`config.mk`:
```
export PLATFORM = sky130hd
export DESIGN_NAME = bir_regs
export DESIGN_NICKNAME = d
export VERILOG_FILES = /design/src/verilog/bir_pkg.sv /design/src/verilog/bir_regs.sv
export SDC_FILE = /design/constraint.sdc
export NUM_CORES = 1
export LEC_CHECK = 0
export ABC_AREA = 1
export BUFFER_PORTS_ARGS = -buffer_cell sky130_fd_sc_hd__buf_2
export CELL_PAD_IN_SITES_DETAIL_PLACEMENT = 2
export CELL_PAD_IN_SITES_GLOBAL_PLACEMENT = 2
export CORE_MARGIN = 1
export CORE_UTILIZATION = 30
export CTS_BUF_LIST = sky130_fd_sc_hd__clkbuf_16
export DETAILED_ROUTE_END_ITERATION = 16
export GPL_ROUTABILITY_DRIVEN = 0
export GPL_TIMING_DRIVEN = 0
export PLACE_DENSITY_LB_ADDON = 0.05
export SYNTH_ARGS = -nofsm -noshare
export SYNTH_HDL_FRONTEND = slang
export SYNTH_SLANG_ARGS = --single-unit
```
`constraint.sdc`:
```
create_clock -name ref_clk -period 1.4 [get_ports ref_clk]
set_input_delay 0.14 -clock ref_clk [delete_from_list [all_inputs] [get_ports ref_clk]]
set_output_delay 0.14 -clock ref_clk [all_outputs]
set_load 0.03 [all_outputs]
```
`src/verilog/bir_pkg.sv`:
```
package bir_pkg;

	// ==========================================================
	// Register offsets
	localparam logic [7:0] BIR_OFS_ADDR  = 8'h00;
	localparam logic [7:0] BIR_OFS_RESET = 8'h01;
	localparam logic [7:0] BIR_OFS_LANE  = 8'h02;

	// ==========================================================
	// Field positions
	localparam int BIR_ADDR_SEL_BIT = 0;
	localparam int BIR_RX_HOLD_BIT  = 3;
	localparam int BIR_RX_PULSE_BIT = 2;
	localparam int BIR_FULL_RST_BIT = 1;
	localparam int BIR_KEEP_RST_BIT = 0;
	localparam int BIR_P1_CLK_BIT   = 6;
	localparam int BIR_P1_DATA_BIT  = 5;
	localparam int BIR_P1_REV_BIT   = 4;
	localparam int BIR_P0_CLK_BIT   = 2;
	localparam int BIR_P0_DATA_BIT  = 1;
	localparam int BIR_P0_REV_BIT   = 0;

	// ==========================================================
	// Reset values and constants
	localparam logic [7:0] BIR_LANE_RESET     = 8'h00;
	localparam logic [7:0] BIR_LANE_MASK      = 8'h77;
	localparam logic       BIR_ADDR_SEL_RESET = 1'b0;
	localparam logic       BIR_SELFCLR_RESET  = 1'b0;
	localparam logic [6:0] BIR_PORT1_STEP     = 7'h01;
	localparam logic [1:0] BIR_STRAP_LOAD     = 2'h2;
	localparam logic [1:0] BIR_STRAP_DONE     = 2'h3;

	// ==========================================================
	// Carriers
	typedef struct packed {
		logic       clk_p;
		logic       clk_n;
		logic [3:0] data_p;
		logic [3:0] data_n;
	} bir_lane_t;

	typedef struct packed {
		logic [7:0] addr;
		logic       wr;
		logic       rd;
		logic [7:0] wdata;
	} bir_req_t;

endpackage

```
`src/verilog/bir_regs.sv`:
```
`timescale 1ns/1ps

// How it works
// - Bits 7..1 of register 0x0 hold the 7-bit bus address, loaded from the strap at start.
// - With the second-port enable set, port 1 answers at the port 0 address plus one.
// - Bit 0 of register 0x0 picks the strap address when 0 (default) and the field when 1.
// - Bit 3 of register 0x1 holds the receiver in reset while 1 and starts from the strap.
// - Writing 1 to bit 2 of register 0x1 pulses the receiver reset and the bit self-clears.
// - Writing 1 to bit 1 of register 0x1 resets all logic and registers, then self-clears.
// - Writing 1 to bit 0 of register 0x1 resets all logic but the registers, then clears.
// - That register-keeping reset reloads every strap-loaded field with its strapped value.
// - Bit 6 of register 0x2 swaps P and N of the port 1 clock lane.
// - Bit 5 of register 0x2 swaps P and N of all port 1 data lanes.
// - Bit 4 of register 0x2 reverses the port 1 lane order 3,2,1,0 to 0,1,2,3.
// - Bit 2 of register 0x2 swaps P and N of the port 0 clock lane.
// - Bit 1 of register 0x2 swaps P and N of all port 0 data lanes.
// - Bit 0 of register 0x2 reverses the port 0 lane order 3,2,1,0 to 0,1,2,3.
module bir_regs
	import bir_pkg::*;
(
	input  wire logic       ref_clk,
	input  wire logic       resetn,
	input  wire bir_req_t   req,
	output logic [7:0]      rdata,
	input  wire logic [6:0] address_strap_pin,
	input  wire logic       mode_strap_pin_b,
	input  wire logic       second_port_bus_enable,
	input  wire bir_lane_t  port0_lanes_in,
	input  wire bir_lane_t  port1_lanes_in,
	output bir_lane_t       port0_lanes_out,
	output bir_lane_t       port1_lanes_out,
	output logic [6:0]      port0_bus_address,
	output logic [6:0]      port1_bus_address,
	output logic            port1_address_valid,
	output logic            rx_reset,
	output logic            full_logic_reset,
	output logic            logic_reset_keep_regs
);

	// ==========================================================
	// Lane mapping
	function automatic bir_lane_t map_lanes(input bir_lane_t li, input logic clk_swap,
		input logic data_swap, input logic reverse);
		bir_lane_t o;
		o = li;
		if (reverse) begin
			o.data_p = {li.data_p[0], li.data_p[1], li.data_p[2], li.data_p[3]};
			o.data_n = {li.data_n[0], li.data_n[1], li.data_n[2], li.data_n[3]};
		end
		if (data_swap) begin
			o.data_p = reverse ? o.data_p : li.data_p;
			{o.data_p, o.data_n} = {o.data_n, o.data_p};
		end
		if (clk_swap) begin
			o.clk_p = li.clk_n;
			o.clk_n = li.clk_p;
		end
		return o;
	endfunction

	// ==========================================================
	// Synchronisers
	logic [6:0] addr_s1_q, addr_s2_q;
	logic       mode_s1_q, mode_s2_q;
	bir_lane_t  p0_s1_q, p0_s2_q, p1_s1_q, p1_s2_q;

	always_ff @(posedge ref_clk or negedge resetn) begin
		if (!resetn) begin
			addr_s1_q <= '0;
			addr_s2_q <= '0;
			mode_s1_q <= 1'b0;
			mode_s2_q <= 1'b0;
			p0_s1_q   <= '0;
			p0_s2_q   <= '0;
			p1_s1_q   <= '0;
			p1_s2_q   <= '0;
		end else begin
			addr_s1_q <= address_strap_pin;
			addr_s2_q <= addr_s1_q;
			mode_s1_q <= mode_strap_pin_b;
			mode_s2_q <= mode_s1_q;
			p0_s1_q   <= port0_lanes_in;
			p0_s2_q   <= p0_s1_q;
			p1_s1_q   <= port1_lanes_in;
			p1_s2_q   <= p1_s1_q;
		end
	end

	// ==========================================================
	// Register state
	logic [6:0] addr_field_q;
	logic       addr_sel_q;
	logic       rx_hold_q, rx_pulse_q, full_q, keep_q;
	logic [7:0] lane_q;
	logic [1:0] strap_cnt_q;

	wire wr_addr    = req.wr && (req.addr == BIR_OFS_ADDR);
	wire wr_reset   = req.wr && (req.addr == BIR_OFS_RESET);
	wire wr_lane    = req.wr && (req.addr == BIR_OFS_LANE);
	wire load_strap = (strap_cnt_q == BIR_STRAP_LOAD);
	wire reload     = keep_q && !full_q;

	// Strap capture after reset release, restarted by the full reset
	always_ff @(posedge ref_clk or negedge resetn) begin
		if (!resetn)
			strap_cnt_q <= 2'h0;
		else if (full_q)
			strap_cnt_q <= 2'h0;
		else if (strap_cnt_q != BIR_STRAP_DONE)
			strap_cnt_q <= strap_cnt_q + 2'h1;
	end

	// Strap-loaded fields
	always_ff @(posedge ref_clk or negedge resetn) begin
		if (!resetn) begin
			addr_field_q <= '0;
			rx_hold_q    <= 1'b0;
		end else if (full_q) begin
			addr_field_q <= '0;
			rx_hold_q    <= 1'b0;
		end else if (load_strap || reload) begin
			addr_field_q <= addr_s2_q;
			rx_hold_q    <= mode_s2_q;
		end else begin
			if (wr_addr)
				addr_field_q <= req.wdata[7:1];
			if (wr_reset)
				rx_hold_q <= req.wdata[BIR_RX_HOLD_BIT];
		end
	end

	// Plain and self-clearing fields
	always_ff @(posedge ref_clk or negedge resetn) begin
		if (!resetn) begin
			addr_sel_q <= BIR_ADDR_SEL_RESET;
			lane_q     <= BIR_LANE_RESET;
			rx_pulse_q <= BIR_SELFCLR_RESET;
			full_q     <= BIR_SELFCLR_RESET;
			keep_q     <= BIR_SELFCLR_RESET;
		end else begin
			rx_pulse_q <= wr_reset && req.wdata[BIR_RX_PULSE_BIT];
			full_q     <= wr_reset && req.wdata[BIR_FULL_RST_BIT];
			keep_q     <= wr_reset && req.wdata[BIR_KEEP_RST_BIT];
			if (full_q) begin
				addr_sel_q <= BIR_ADDR_SEL_RESET;
				lane_q     <= BIR_LANE_RESET;
			end else begin
				if (wr_addr)
					addr_sel_q <= req.wdata[BIR_ADDR_SEL_BIT];
				if (wr_lane)
					lane_q <= req.wdata & BIR_LANE_MASK;
			end
		end
	end

	// ==========================================================
	// Outputs
	wire [6:0] base_addr = addr_sel_q ? addr_field_q : addr_s2_q;
	wire [7:0] rd_mux    = (req.addr == BIR_OFS_ADDR)  ? {addr_field_q, addr_sel_q} :
	                       (req.addr == BIR_OFS_RESET) ? {4'h0, rx_hold_q, rx_pulse_q,
	                                                      full_q, keep_q} :
	                       (req.addr == BIR_OFS_LANE)  ? lane_q : 8'h00;

	assign rx_reset              = rx_hold_q || rx_pulse_q;
	assign full_logic_reset      = full_q;
	assign logic_reset_keep_regs = keep_q;

	always_ff @(posedge ref_clk or negedge resetn) begin
		if (!resetn) begin
			rdata               <= 8'h00;
			port0_bus_address   <= '0;
			port1_bus_address   <= '0;
			port1_address_valid <= 1'b0;
			port0_lanes_out     <= '0;
			port1_lanes_out     <= '0;
		end else begin
			if (req.rd)
				rdata <= rd_mux;
			port0_bus_address   <= base_addr;
			port1_bus_address   <= base_addr + BIR_PORT1_STEP;
			port1_address_valid <= second_port_bus_enable;
			port0_lanes_out     <= map_lanes(p0_s2_q, lane_q[BIR_P0_CLK_BIT],
				lane_q[BIR_P0_DATA_BIT], lane_q[BIR_P0_REV_BIT]);
			port1_lanes_out     <= map_lanes(p1_s2_q, lane_q[BIR_P1_CLK_BIT],
				lane_q[BIR_P1_DATA_BIT], lane_q[BIR_P1_REV_BIT]);
		end
	end
endmodule

```
* Yosys cells after proc, flatten, opt, wreduce, memory -nomap -nowiden
Index checks and enable logic that the tools add are counted. Widths: inputs -> output; s select.
Word-level totals: bits of input ports 49, flip-flop bits (word level) 121
Operators by class: eq/ne operators 4, muxes and demuxes 24, $add $sub $neg 2, reductions and logical operators 16
Operators with widths (count):
- $mux 8 | 9
- $mux 7 | 4
- $eq 8x1->1 const B | 1
- $eq 8x2->1 const B | 1
- $logic_not 8->1 | 1
- $mux 2 | 4
- $mux 4 | 2
- $add 7x1->7 const B | 1
- $logic_and 1x1->1 | 7
- $reduce_bool 2->1 | 3
- $reduce_bool 3->1 | 2
- $mux 1 | 5
- $add 2x1->2 const B | 1
- $eq 2x2->1 const B | 1
- $logic_or 1x1->1 | 2
- $ne 2x2->1 const B | 1
- $logic_not 1->1 | 1

* Longest topological paths before layout
Gate-level depths: netlist of run 1.
word-level depth 5, gate-level depth with buffers 9, depth with buffers taken out 9

* Worst setup path after synthesis of run 1
OpenSTA, ideal clock, no wires.
path kind reg-to-reg, start point reg full_q (netlist: full_logic_reset), end point reg addr_field_q[0], arrival time 1.353 ns, data required time 1.283 ns, buffers on the path 0, stages on the path, launching flop included 8, path slack -0.070 ns, path through dfrtp_1 -> inv_2 -> nand2_2 -> nand2_4 -> nor2_8 -> nand2_2 -> nand2_1 -> nand2_1
Between the ends: word-level cells in the longest chain between the ends 5, elaborated cells on any way between the ends 6, those cells by class 2 x mux; 4 x reduce/logical
RTL lines:
- start: declaration | RTL line bir_regs.sv:93 | logic rx_hold_q, rx_pulse_q, full_q, keep_q;
- start signal: assignment | RTL line bir_regs.sv:142 | full_q <= wr_reset && req.wdata[BIR_FULL_RST_BIT];
- $logic_not 1->1 | RTL line bir_regs.sv:101 | wire reload = keep_q && !full_q;
- $logic_and 1x1->1 | RTL line bir_regs.sv:101
- $logic_or 1x1->1 | RTL line bir_regs.sv:121 | end else if (load_strap || reload) begin
- $mux 7 | RTL line bir_regs.sv:121
- $mux 7 | RTL line bir_regs.sv:118 | end else if (full_q) begin
- end signal: assignment | RTL line bir_regs.sv:122 | addr_field_q <= addr_s2_q;
- end signal: assignment | RTL line bir_regs.sv:126 | addr_field_q <= req.wdata[7:1];
- end: declaration | RTL line bir_regs.sv:91 | logic [6:0] addr_field_q;
Several ways; a longest one is shown, not always the timed one. A chain may end at the register's enable or synchronous reset.

* Final worst setup path of run 1
start point reg addr_sel_q, end point reg port1_bus_address[4]
Between the ends: word-level cells in the longest chain between the ends 2
RTL lines:
- start: declaration | RTL line bir_regs.sv:92 | logic addr_sel_q;
- start signal: assignment | RTL line bir_regs.sv:149 | addr_sel_q <= req.wdata[BIR_ADDR_SEL_BIT];
- $mux 7 | RTL line bir_regs.sv:158 | wire [6:0] base_addr = addr_sel_q ? addr_field_q : addr_s2_q;
- via base_addr[0] | RTL line bir_regs.sv:158
- $add 7x1->7 | RTL line bir_regs.sv:180 | port1_bus_address <= base_addr + BIR_PORT1_STEP;
- end signal: assignment | RTL line bir_regs.sv:180
- end: declaration | RTL line bir_regs.sv:33 | output logic [6:0] port1_bus_address,
The timed path passes the listed nets, and every way through them passes these cells.

==> results of run 1 <==
==> how the worst min path moves through the flow <==
stage	from	endpoint	slack, ns	depth (start not counted)
after floorplan	resetn	addr_field_q[0]$_DFFE_PN0P_	-0.16	0
after global placement	second_port_bus_enable	port1_address_valid$_DFF_PN0_	0.25	1
after detailed placement	resetn	p0_s2_q[1]$_DFF_PN0_	0.05	1
after CTS	req[6]	lane_q[6]$_DFFE_PN0P_	0.003	3
after global routing	req[6]	lane_q[6]$_DFFE_PN0P_	0.03	3
final	req[6]	lane_q[6]$_DFFE_PN0P_	0.01	3
==> what timing repair did <==
item / in CTS / in global routing
setup buffers: 9 / 3
gates cloned: 1 / 0
setup endpoints to repair: 17 / 24
pin swaps: 5 / 5
endpoints found under the hold margin: 68 / 0
hold buffers: 35 / 0
gates resized for setup: 29 / 19
==> cell families after synthesis <==
kind of cell,after synthesis,synth area share
adder cells (fa/ha/maj),3,0.00866
buffers and inverters,54,0.0476
multiplexers,6,0.0138
AND/OR/NAND/NOR,179,0.173
AO/OA/AOI/OAI,55,0.0646
flip-flops,119,0.687
XOR/XNOR,3,0.00606
==> through the flow <==
stage | cells | hold WS (ns)
2_1_floorplan | 419 | -0.156
3_3_place_gp | 693 | 0.248
3_5_place_dp | 694 | 0.0505
4_1_cts | 771 | 0.00277
5_1_grt | 772 | 0.0257
6_report | 772 | 0.0104
==> flip-flops by register name (all words and copies together), names as in the netlist <==
signal                 cells
rx_hold_q                  1
p1_s2_q                   10
rdata                      8
port0_bus_address          7
addr_s1_q                  7
p0_s2_q                   10
addr_s2_q                  7
p1_s1_q                   10
rx_pulse_q                 1
mode_s2_q                  1
logic_reset_keep_regs      1
lane_q                     6
port1_address_valid        1
mode_s1_q                  1
port1_bus_address          7
addr_sel_q                 1
port1_lanes_out           10
port0_lanes_out           10
full_logic_reset           1
addr_field_q               7
p0_s1_q                   10
strap_cnt_q                2
==> power by group <==
| part | switching (uW) | internal, uW | total, uW | leakage [uW] |
|---|---|---|---|---|
| Combinational | 1780 | 1060 | 2850 | 0.00144 |
| Clock | 1630 | 2250 | 3870 | 0.000241 |
| Sequential | 212 | 3920 | 4130 | 0.00143 |
==> tightest hold or removal path: stages <==
cell	delay, ns
buf_2	0.12
nand3_1	0.08
nand2_1	0.05
==> layout by cell type, fill, tap and decap left out, types with 4 or more instances in the layout <==
master	netlist	routed
clkinvlp_4	0	7
inv_1	42	39
o21ai_0	30	25
buf_2	3	94
a21oi_1	23	19
o21ai_2	0	4
buf_6	0	5
nor2_1	28	26
dlygate4sd3_1	0	35
nand2_1	115	114
clkbuf_16	0	17
nand3_1	26	26
buf_4	0	9
mux2i_1	6	6
dfrtp_1	119	117
==> routing by layer <==
layer	wire, um	part of all wire
met5	0	0
met2	6040	0.51
met3	435	0.037
met1	5150	0.44
met4	190	0.016
==> cell type report <==
type | instances | area [um^2]
tap | 180 | 225
clock buffer | 17 | 425
inverter | 45 | 184
timing repair buffer | 142 | 971
clock inverter | 15 | 106
fill | 1472 | 7790
multi-input combinational | 247 | 1260
sequential | 119 | 2980
buffer | 7 | 38.8
==> impl_metrics.yaml, run 1 <==
outcome:
  outcome: "finished clean"
critical_path:
  crit_path_frequent_cell: "nand2_1"
  critPathCapture: "port1_bus_address[4]$_DFF_PN0_"
  r2r_setup_slack_ns: 0.04
  path_buf_inv: 1
  start_kind: "register"
  critical_path_depth: 6
  critPathTopFamily: "flip-flops"
  crit_type: "reg2reg"
  r2r_start: "addr_sel_q$_DFFE_PN0P_"
  required_ns: 1.69
  critPathCaptureType: "register"
  crit_start: "addr_sel_q$_DFFE_PN0P_"
  r2r-end: "port1_bus_address[4]$_DFF_PN0_"
  slowest_delay_ns: 0.46
  worstPathMaxFanout: 10
  path_cells: "buf_6, nand2_1, o21a_4, ha_4, nand2_1, xor2_1"
  rr_worst_depth: 6
  slowest_stage: "dfrtp_2"
  arrival_ns: 1.65
sta:
  setup_slack_ns: 0.0413
  finalSetupViolCount: 0
  rsz0062_at_grt: "yes"
  tns_ns: 0
  hold_viol_final: 0
  slew_viol_final: 0
  fin_crit_sh: 0.971
  fin_crit_ns: 1.36
  tightest_slew_ns: 0.582
  clock_skew_ns: 0.00721
  timing.fmax_mhz: 736
  slew_headroom: 0.610
routing:
  drc: 0
  totalWireLength_um: 11800
  dr.pass1.iters: 4
  wl_per_cell_um: 15.3
  ant_nets: 0
  vias_per_cell: 4.45
  drt_first_iter_violations: 95
  vias: 3437
yosys:
  synth_area_leaders: "dfrtp_1, nand2_1, inv_1"
  ys_async_sr_fraction: 1.00
  synth_nets: 471
  synth_cells: 419
  yosysMostFrequentCell: "dfrtp_1"
  synthFlopType: "dfrtp_1"
  syn_avg_cell_area_um2: 10.4
  synth_common_cells: "dfrtp_1, nand2_1, inv_1"
  ys_seq_area_frac: 0.687
  yosys_warnings: 0
  synth.distinct_cells: 23
  synth_edf_count: 0
  synthDominantCellAreaShare: 0.687
  yosys.area.top_type: "dfrtp_1"
  ys_ff_latch: 119
  netlist_area_mm2: 0.00434
global_route:
  grt_max_degree: 86
  grt_pass1_wl_um: 19700
  gr-usage-met2: 0.309
  grt.busiest_layer: "met2"
  grt_pass1_vias: 3830
  met1_usage: 0.212
  grt_overflow: 0
  track_usage: 0.179
  use_met3: 0.0469
  antenna_found_initial: 0
floorplanning:
  core_area_mm2: 0.0140
  io_pins: 95
  fp.dieArea_mm2: 0.0149
  start_util: 0.310
  die_w_um: 122
  die_y_um: 122
  row_count: 43
layout:
  nets: 631
  final_core_util: 0.443
  final_area_mm2: 0.00619
  drive_above_1_share: 0.292
  area.growth.synth_to_final_pct: 42.8
  diodes: 0
cts:
  cts.path.max_buffers: 2
  clock_latency_ns: 0.42
  cts_root_buffer: "clkbuf_16"
  path_clk_slew_ns: 0.06
  cts_tree: "done"
  numCtsBuffers: 17
  h-tree-depth: 4
  clock-sinks: 119
job:
  drv_cap: 0
pwr:
  power_density_mw_per_mm2: 1750
  leakagePower_uw: 0.00312
  finalPower_uw: 10800
  irDropWorstVdd_v: 0.000823
placed_design:
  io_buffers: 94
  place_ws_ns: -0.285
  post-dp-hpwl_um: 8100
  dpl_cell_area_mm2: 0.00507
worst_hold_path:
  hold_class: "in2reg"
(Power assumes the default switching activity.)
==> inputs of run 2 (changes only) <==
RECOVER_POWER = 100   (was not set)
==> run 2 against run 1 <==
Compared with the run above:
- final cell count unchanged
- hold slack is the same
- core utilization hardly changed
- flip-flop and latch count stayed put
- maximum frequency stayed put
- critical endpoint unchanged
==> impl_metrics.yaml, run 2 (synthesis gave the netlist of run 1 again) <==
floorplanning:
  die_w_um: 122
  row_count: 43
  die_y_um: 122
  start_util: 0.310
  io_pins: 95
  core_area_mm2: 0.0140
  fp.dieArea_mm2: 0.0149
global_route:
  antenna_found_initial: 0
  grt_max_degree: 86
  track_usage: 0.179
  grt_overflow: 0
  grt_pass1_vias: 3830
  grt_pass1_wl_um: 19700
sta:
  finalSetupViolCount: 0
  fin_crit_ns: 1.36
  tightest_slew_ns: 0.582
  fin_crit_sh: 0.971
  slew_headroom: 0.610
  rsz0062_at_grt: "yes"
  clock_skew_ns: 0.00721
  timing.fmax_mhz: 736
  hold_viol_final: 0
  slew_viol_final: 0
critical_path:
  critPathCaptureType: "register"
  required_ns: 1.69
  worstPathMaxFanout: 10
  start_kind: "register"
  crit_type: "reg2reg"
  arrival_ns: 1.65
layout:
  diodes: 0
  final_common_cell: "dfrtp_1"
  final_cell_mix: "dfrtp_1, nand2_1, buf_2, inv_1, dlygate4sd3_1"
  drive_above_1_share: 0.291
  final_area_mm2: 0.00619
  area.growth.synth_to_final_pct: 42.8
  final_core_util: 0.443
  finalNonFillerCells: 772
  nets: 631
placed_design:
  placed_cells: 694
  io_buffers: 94
  dpl_cell_area_mm2: 0.00507
  post-dp-hpwl_um: 8100
pwr:
  seqPwrFrac: 0.380
  clkPwrFrac: 0.357
  irDropWorstVdd_v: 0.000822
  leakagePower_uw: 0.00311
  p_sw_uw: 3620
  p_comb_frac: 0.263
  intPower_uw: 7230
  power_density_mw_per_mm2: 1750
  switching_share: 0.334
cts:
  clock-sinks: 119
  path_clk_slew_ns: 0.06
  cts.path.max_buffers: 2
  cts_tree: "done"
  clock_latency_ns: 0.42
  h-tree-depth: 4
  numCtsBuffers: 17
  cts_root_buffer: "clkbuf_16"
routing:
  dr.pass1.iters: 4
  vias_per_cell: 4.45
  drt_first_iter_violations: 95
  totalWireLength_um: 11800
  drc: 0
  ant_nets: 0
  vias: 3437
  wl_per_cell_um: 15.3
outcome:
  outcome: "finished clean"
worst_hold_path:
  hold_class: "in2reg"
job:
  drv_cap: 0
run 2: cell count changes in the layout (fill, tap and decap cells not counted):
| cell | previous run | this run |
|---|---|---|
| buf_2 | 94 | 93 |
| buf_4 | 9 | 8 |
| clkbuf_1 | 2 | 3 |
| clkbuf_4 | 0 | 1 |
run 2: metal layers:
metal / GRT usage / share of wire / vias up
li1: - / - / 1650
met1: 0.212 / 0.44 / 1696
met2: 0.309 / 0.51 / 74
met3: 0.0469 / 0.037 / 17
met4: 0.0686 / 0.016 / 0
met5: 0 / 0 / -
run 2: layout make-up:
cell class / count / area (um^2)
Fill cell: 1473 / 7800
Sequential cell: 119 / 2980
Multi-Input combinational cell: 247 / 1260
Timing Repair Buffer: 142 / 970
Clock buffer: 17 / 425
Tap cell: 180 / 225
Inverter: 45 / 184
Clock inverter: 15 / 106
Buffer: 7 / 38.8
run 2: worst max-delay path, stage by stage, from the launching register on:
cell and delay [ns]:
dfrtp_2 0.46, buf_6 0.17, nand2_1 0.08, o21a_4 0.15, ha_4 0.16, nand2_1 0.07, xor2_1 0.15
run 2: timing repair:
item                                    CTS  global route
resized for setup                        29            19
endpoints found under the hold margin    68             0
cloned                                    1             0
buffers inserted                          9             3
pin swaps                                 5             5
endpoints found under the setup margin   17            24
hold buffers                             35             0
run 2: final timing paths:
kind / from / to / slack, ns / cells after the start
min in group asynchronous: resetn / p0_s2_q[1]$_DFF_PN0_ / 0.17 / 2
max reg2reg: addr_sel_q$_DFFE_PN0P_ / port1_bus_address[4]$_DFF_PN0_ / 0.04 / 6
max: addr_sel_q$_DFFE_PN0P_ / port1_bus_address[4]$_DFF_PN0_ / 0.04 / 6
max in group asynchronous: resetn / addr_sel_q$_DFFE_PN0P_ / 0.49 / 3
min: req[6] / lane_q[6]$_DFFE_PN0P_ / 0.01 / 3
min reg2reg: p1_s1_q[8]$_DFF_PN0_ / p1_s2_q[8]$_DFF_PN0_ / 0.34 / 0
run 2: power groups by stage:
stage,Combinational [uW],Sequential (uW),Clock [uW]
global placement,2150,4140,0
floorplan,983,4620,0
detailed placement,2240,4180,0
CTS,2740,4120,3980
finish,2850,4130,3870
global route,3140,4180,4120
run 2: metrics by stage:
stage	worst slack (ns)	setup TNS (ns)	power, uW	hold slack [ns]
3_5_place_dp	-0.285	-4.17	6420	0.0505
2_1_floorplan	0.00476	0	5600	-0.156
3_3_place_gp	-1.48	-153.50	6300	0.248
4_1_cts	0.00313	0	10800	0.00277
5_1_grt	-0.0581	-0.172	11400	0.0257
6_report	0.0413	0	10800	0.0104
==> inputs of run 3 (changes only) <==
ABC_AREA = not set   (was 1)
CORE_UTILIZATION = 33   (was 30)
PLACE_DENSITY = 0.77   (was not set)
PLACE_DENSITY_LB_ADDON = not set   (was 0.05)
==> run 3 against run 2 <==
Compared with the run above:
- the flow now finishes with violations (setup timing)
- non-clock buffer count increased by 4
- first-iteration DRC count decreased by 11%
- critical endpoint is now port1_bus_address[5]$_DFF_PN0_
- wire length increased by 1.3%
- critical path type unchanged
==> impl_metrics.yaml, run 3 <==
outcome:
  outcome: "finished, violations left"
  violations: "setup timing"
critical_path:
  r2r_start: "addr_sel_q$_DFFE_PN0P_"
  r2r_setup_slack_ns: -0.23
  slowest_stage: "dfrtp_1"
  rr_worst_depth: 6
  path_cells: "buf_6, buf_6, nand3b_1, a21oi_2, and3_4, xnor2_2"
  r2r-end: "port1_bus_address[5]$_DFF_PN0_"
  arrival_ns: 1.95
  critPathCapture: "port1_bus_address[5]$_DFF_PN0_"
  worstPathMaxFanout: 5
  crit_start: "addr_sel_q$_DFFE_PN0P_"
  required_ns: 1.72
  crit_type: "reg2reg"
  crit_path_frequent_cell: "buf_6"
  start_kind: "register"
  critPathCaptureType: "register"
  slowest_delay_ns: 0.44
floorplanning:
  io_pins: 95
  die_w_um: 116
  die_y_um: 116
  start_util: 0.340
  core_area_mm2: 0.0127
  row_count: 41
  fp.dieArea_mm2: 0.0135
yosys:
  yosys.area_share.simple: 0.0598
  yosys.area.top_type: "dfrtp_1"
  synth_nets: 328
  synth_cells: 276
  synthAdderAreaFrac: 0.00871
  synthFlopType: "dfrtp_1"
  netlist_area_mm2: 0.00431
  ys_async_sr_fraction: 1.00
  synthDominantCellAreaShare: 0.691
  ys_ff_latch: 119
  synth_top_family_by_area: "multiplexers"
  synth_common_cells: "dfrtp_1, mux2i_1, nor2_1"
  yosys_warnings: 0
  synth_area_leaders: "dfrtp_1, mux4_2, mux2i_1"
  synth_xor_area_frac: 0.0122
  syn_avg_cell_area_um2: 15.6
  yosysMostFrequentCell: "dfrtp_1"
  muxShareOfSynthArea: 0.148
  synth_edf_count: 0
  ys_seq_area_frac: 0.691
  synth_compound_gate_area_share: 0.0534
  synth.distinct_cells: 37
pwr:
  irDropWorstVdd_v: 0.000822
  finalPower_uw: 10100
  leakagePower_uw: 0.00285
  power_density_mw_per_mm2: 1610
cts:
  cts_tree: "done"
  h-tree-depth: 4
  clock_latency_ns: 0.41
  numCtsBuffers: 17
  path_clk_slew_ns: 0.06
  cts_root_buffer: "clkbuf_16"
  clock-sinks: 119
  cts.path.max_buffers: 2
global_route:
  met1_usage: 0.208
  grt_max_degree: 70
  gr-usage-met2: 0.323
  grt.busiest_layer: "met2"
  use_met3: 0.0462
  grt_pass1_wl_um: 17600
  grt_pass1_vias: 3285
  track_usage: 0.183
  grt_overflow: 0
  antenna_found_initial: 0
routing:
  drc: 0
  ant_nets: 0
  dr.pass1.iters: 4
  vias_per_cell: 4.79
  wl_per_cell_um: 19.2
  vias: 2979
  totalWireLength_um: 12000
  drt_first_iter_violations: 85
placed_design:
  dpl_cell_area_mm2: 0.00508
  placed_cells: 543
  io_buffers: 94
  post-dp-hpwl_um: 7240
  place_ws_ns: -0.601
sta:
  fin_crit_sh: 1.17
  finalSetupViolCount: 11
  hold_viol_final: 0
  slew_headroom: 0.553
  rsz0062_at_grt: "yes"
  clock_skew_ns: 0.00991
  timing.fmax_mhz: 612
  tightest_slew_ns: 0.671
  setup_slack_ns: -0.234
  slew_viol_final: 0
  fin_crit_ns: 1.63
layout:
  area.growth.synth_to_final_pct: 45.7
  final_area_mm2: 0.00628
  final_common_cell: "dfrtp_1"
  finalNonFillerCells: 622
  nets: 489
  diodes: 0
  final_cell_mix: "dfrtp_1, buf_2, dlygate4sd3_1, clkbuf_16"
  drive_above_1_share: 0.462
worst_hold_path:
  hold_class: "in2reg"
job:
  drv_cap: 0
## run 3: cell types whose count changed after synthesis, sizes merged, moves of 8 or more
cell    delta
nand2    -118
mux4      +16
a211oi     +8
inv       -29
o21ai     -25
mux2i     +14
nor2      -10
a21oi     -19
nand3     -23
## run 3: report_power, final
group | switching [uW] | total (uW) | internal, uW
registers | 306 | 4090 | 3780
clock network | 1490 | 3860 | 2370
logic | 1130 | 2150 | 1020
total | 2930 | 10100 | 7170
## run 3: through the flow
step	hold WS (ns)	utilization	setup TNS [ns]
after detailed placement	0.109	0.401	-8.20
final	0.0231	0.495	-0.852
after floorplan	-0.156	-	-0.765
after global routing	0.0202	0.495	-1.35
after global placement	0.248	0.398	-146.21
after CTS	0.0107	0.480	-0.237
## run 3: cell families (layout without fill, tap and decap cells)
| family | Yosys count | in the layout |
|---|---|---|
| fa+ha+maj | 3 | 3 |
| flops | 119 | 119 |
| simple gates | 49 | 49 |
| mux | 43 | 43 |
| buf+inv | 26 | 200 |
| xor+xnor | 6 | 6 |
| compound gates | 30 | 30 |
## run 3: worst min path at each step
stage	startpoint	end	depth (start not counted)	slack, ns
CTS	req[1]	full_logic_reset$_DFF_PN0_	2	0.01
global placement	port1_lanes_in[9]	p1_s1_q[9]$_DFF_PN0_	1	0.25
detailed placement	resetn	port0_bus_address[5]$_DFF_PN0_	1	0.11
floorplan	resetn	addr_field_q[0]$_DFFE_PN0P_	0	-0.16
finish	req[1]	full_logic_reset$_DFF_PN0_	2	0.02
global route	req[1]	full_logic_reset$_DFF_PN0_	2	0.02
## run 3: cell type report
type / instances / area, um^2
Clock buffer: 17 / 425
Buffer: 8 / 55.1
Multi-Input combinational cell: 131 / 1470
Clock inverter: 15 / 97.6
Sequential cell: 119 / 2980
Timing Repair Buffer: 145 / 983
Fill cell: 1213 / 6390
Inverter: 15 / 56.3
Tap cell: 172 / 215
## run 3: what timing repair did
action	in CTS	in global routing
hold endpoints to repair	82	0
gates cloned	0	1
pin swaps	2	9
buffers inserted	11	5
endpoints found under the setup margin	25	20
hold buffers	33	0
gates resized for setup	19	35
## run 3: critical path: cells and delay by family, from the launching register on
| kind | cells | cell delay [ns] |
|---|---|---|
| flip-flops | 1 | 0.44 |
| AND/OR/NAND/NOR | 2 | 0.43 |
| buffers and inverters | 2 | 0.28 |
| AO/OA/AOI/OAI | 1 | 0.26 |
| XOR/XNOR | 1 | 0.12 |
## run 3: per-layer routing
layer | up-vias | routed length, um | share of wire
met2 | 86 | 6570 | 0.55
met5 | - | 0 | 0
li1 | 1307 | - | -
met3 | 22 | 445 | 0.037
met4 | 0 | 294 | 0.025
met1 | 1564 | 4660 | 0.39
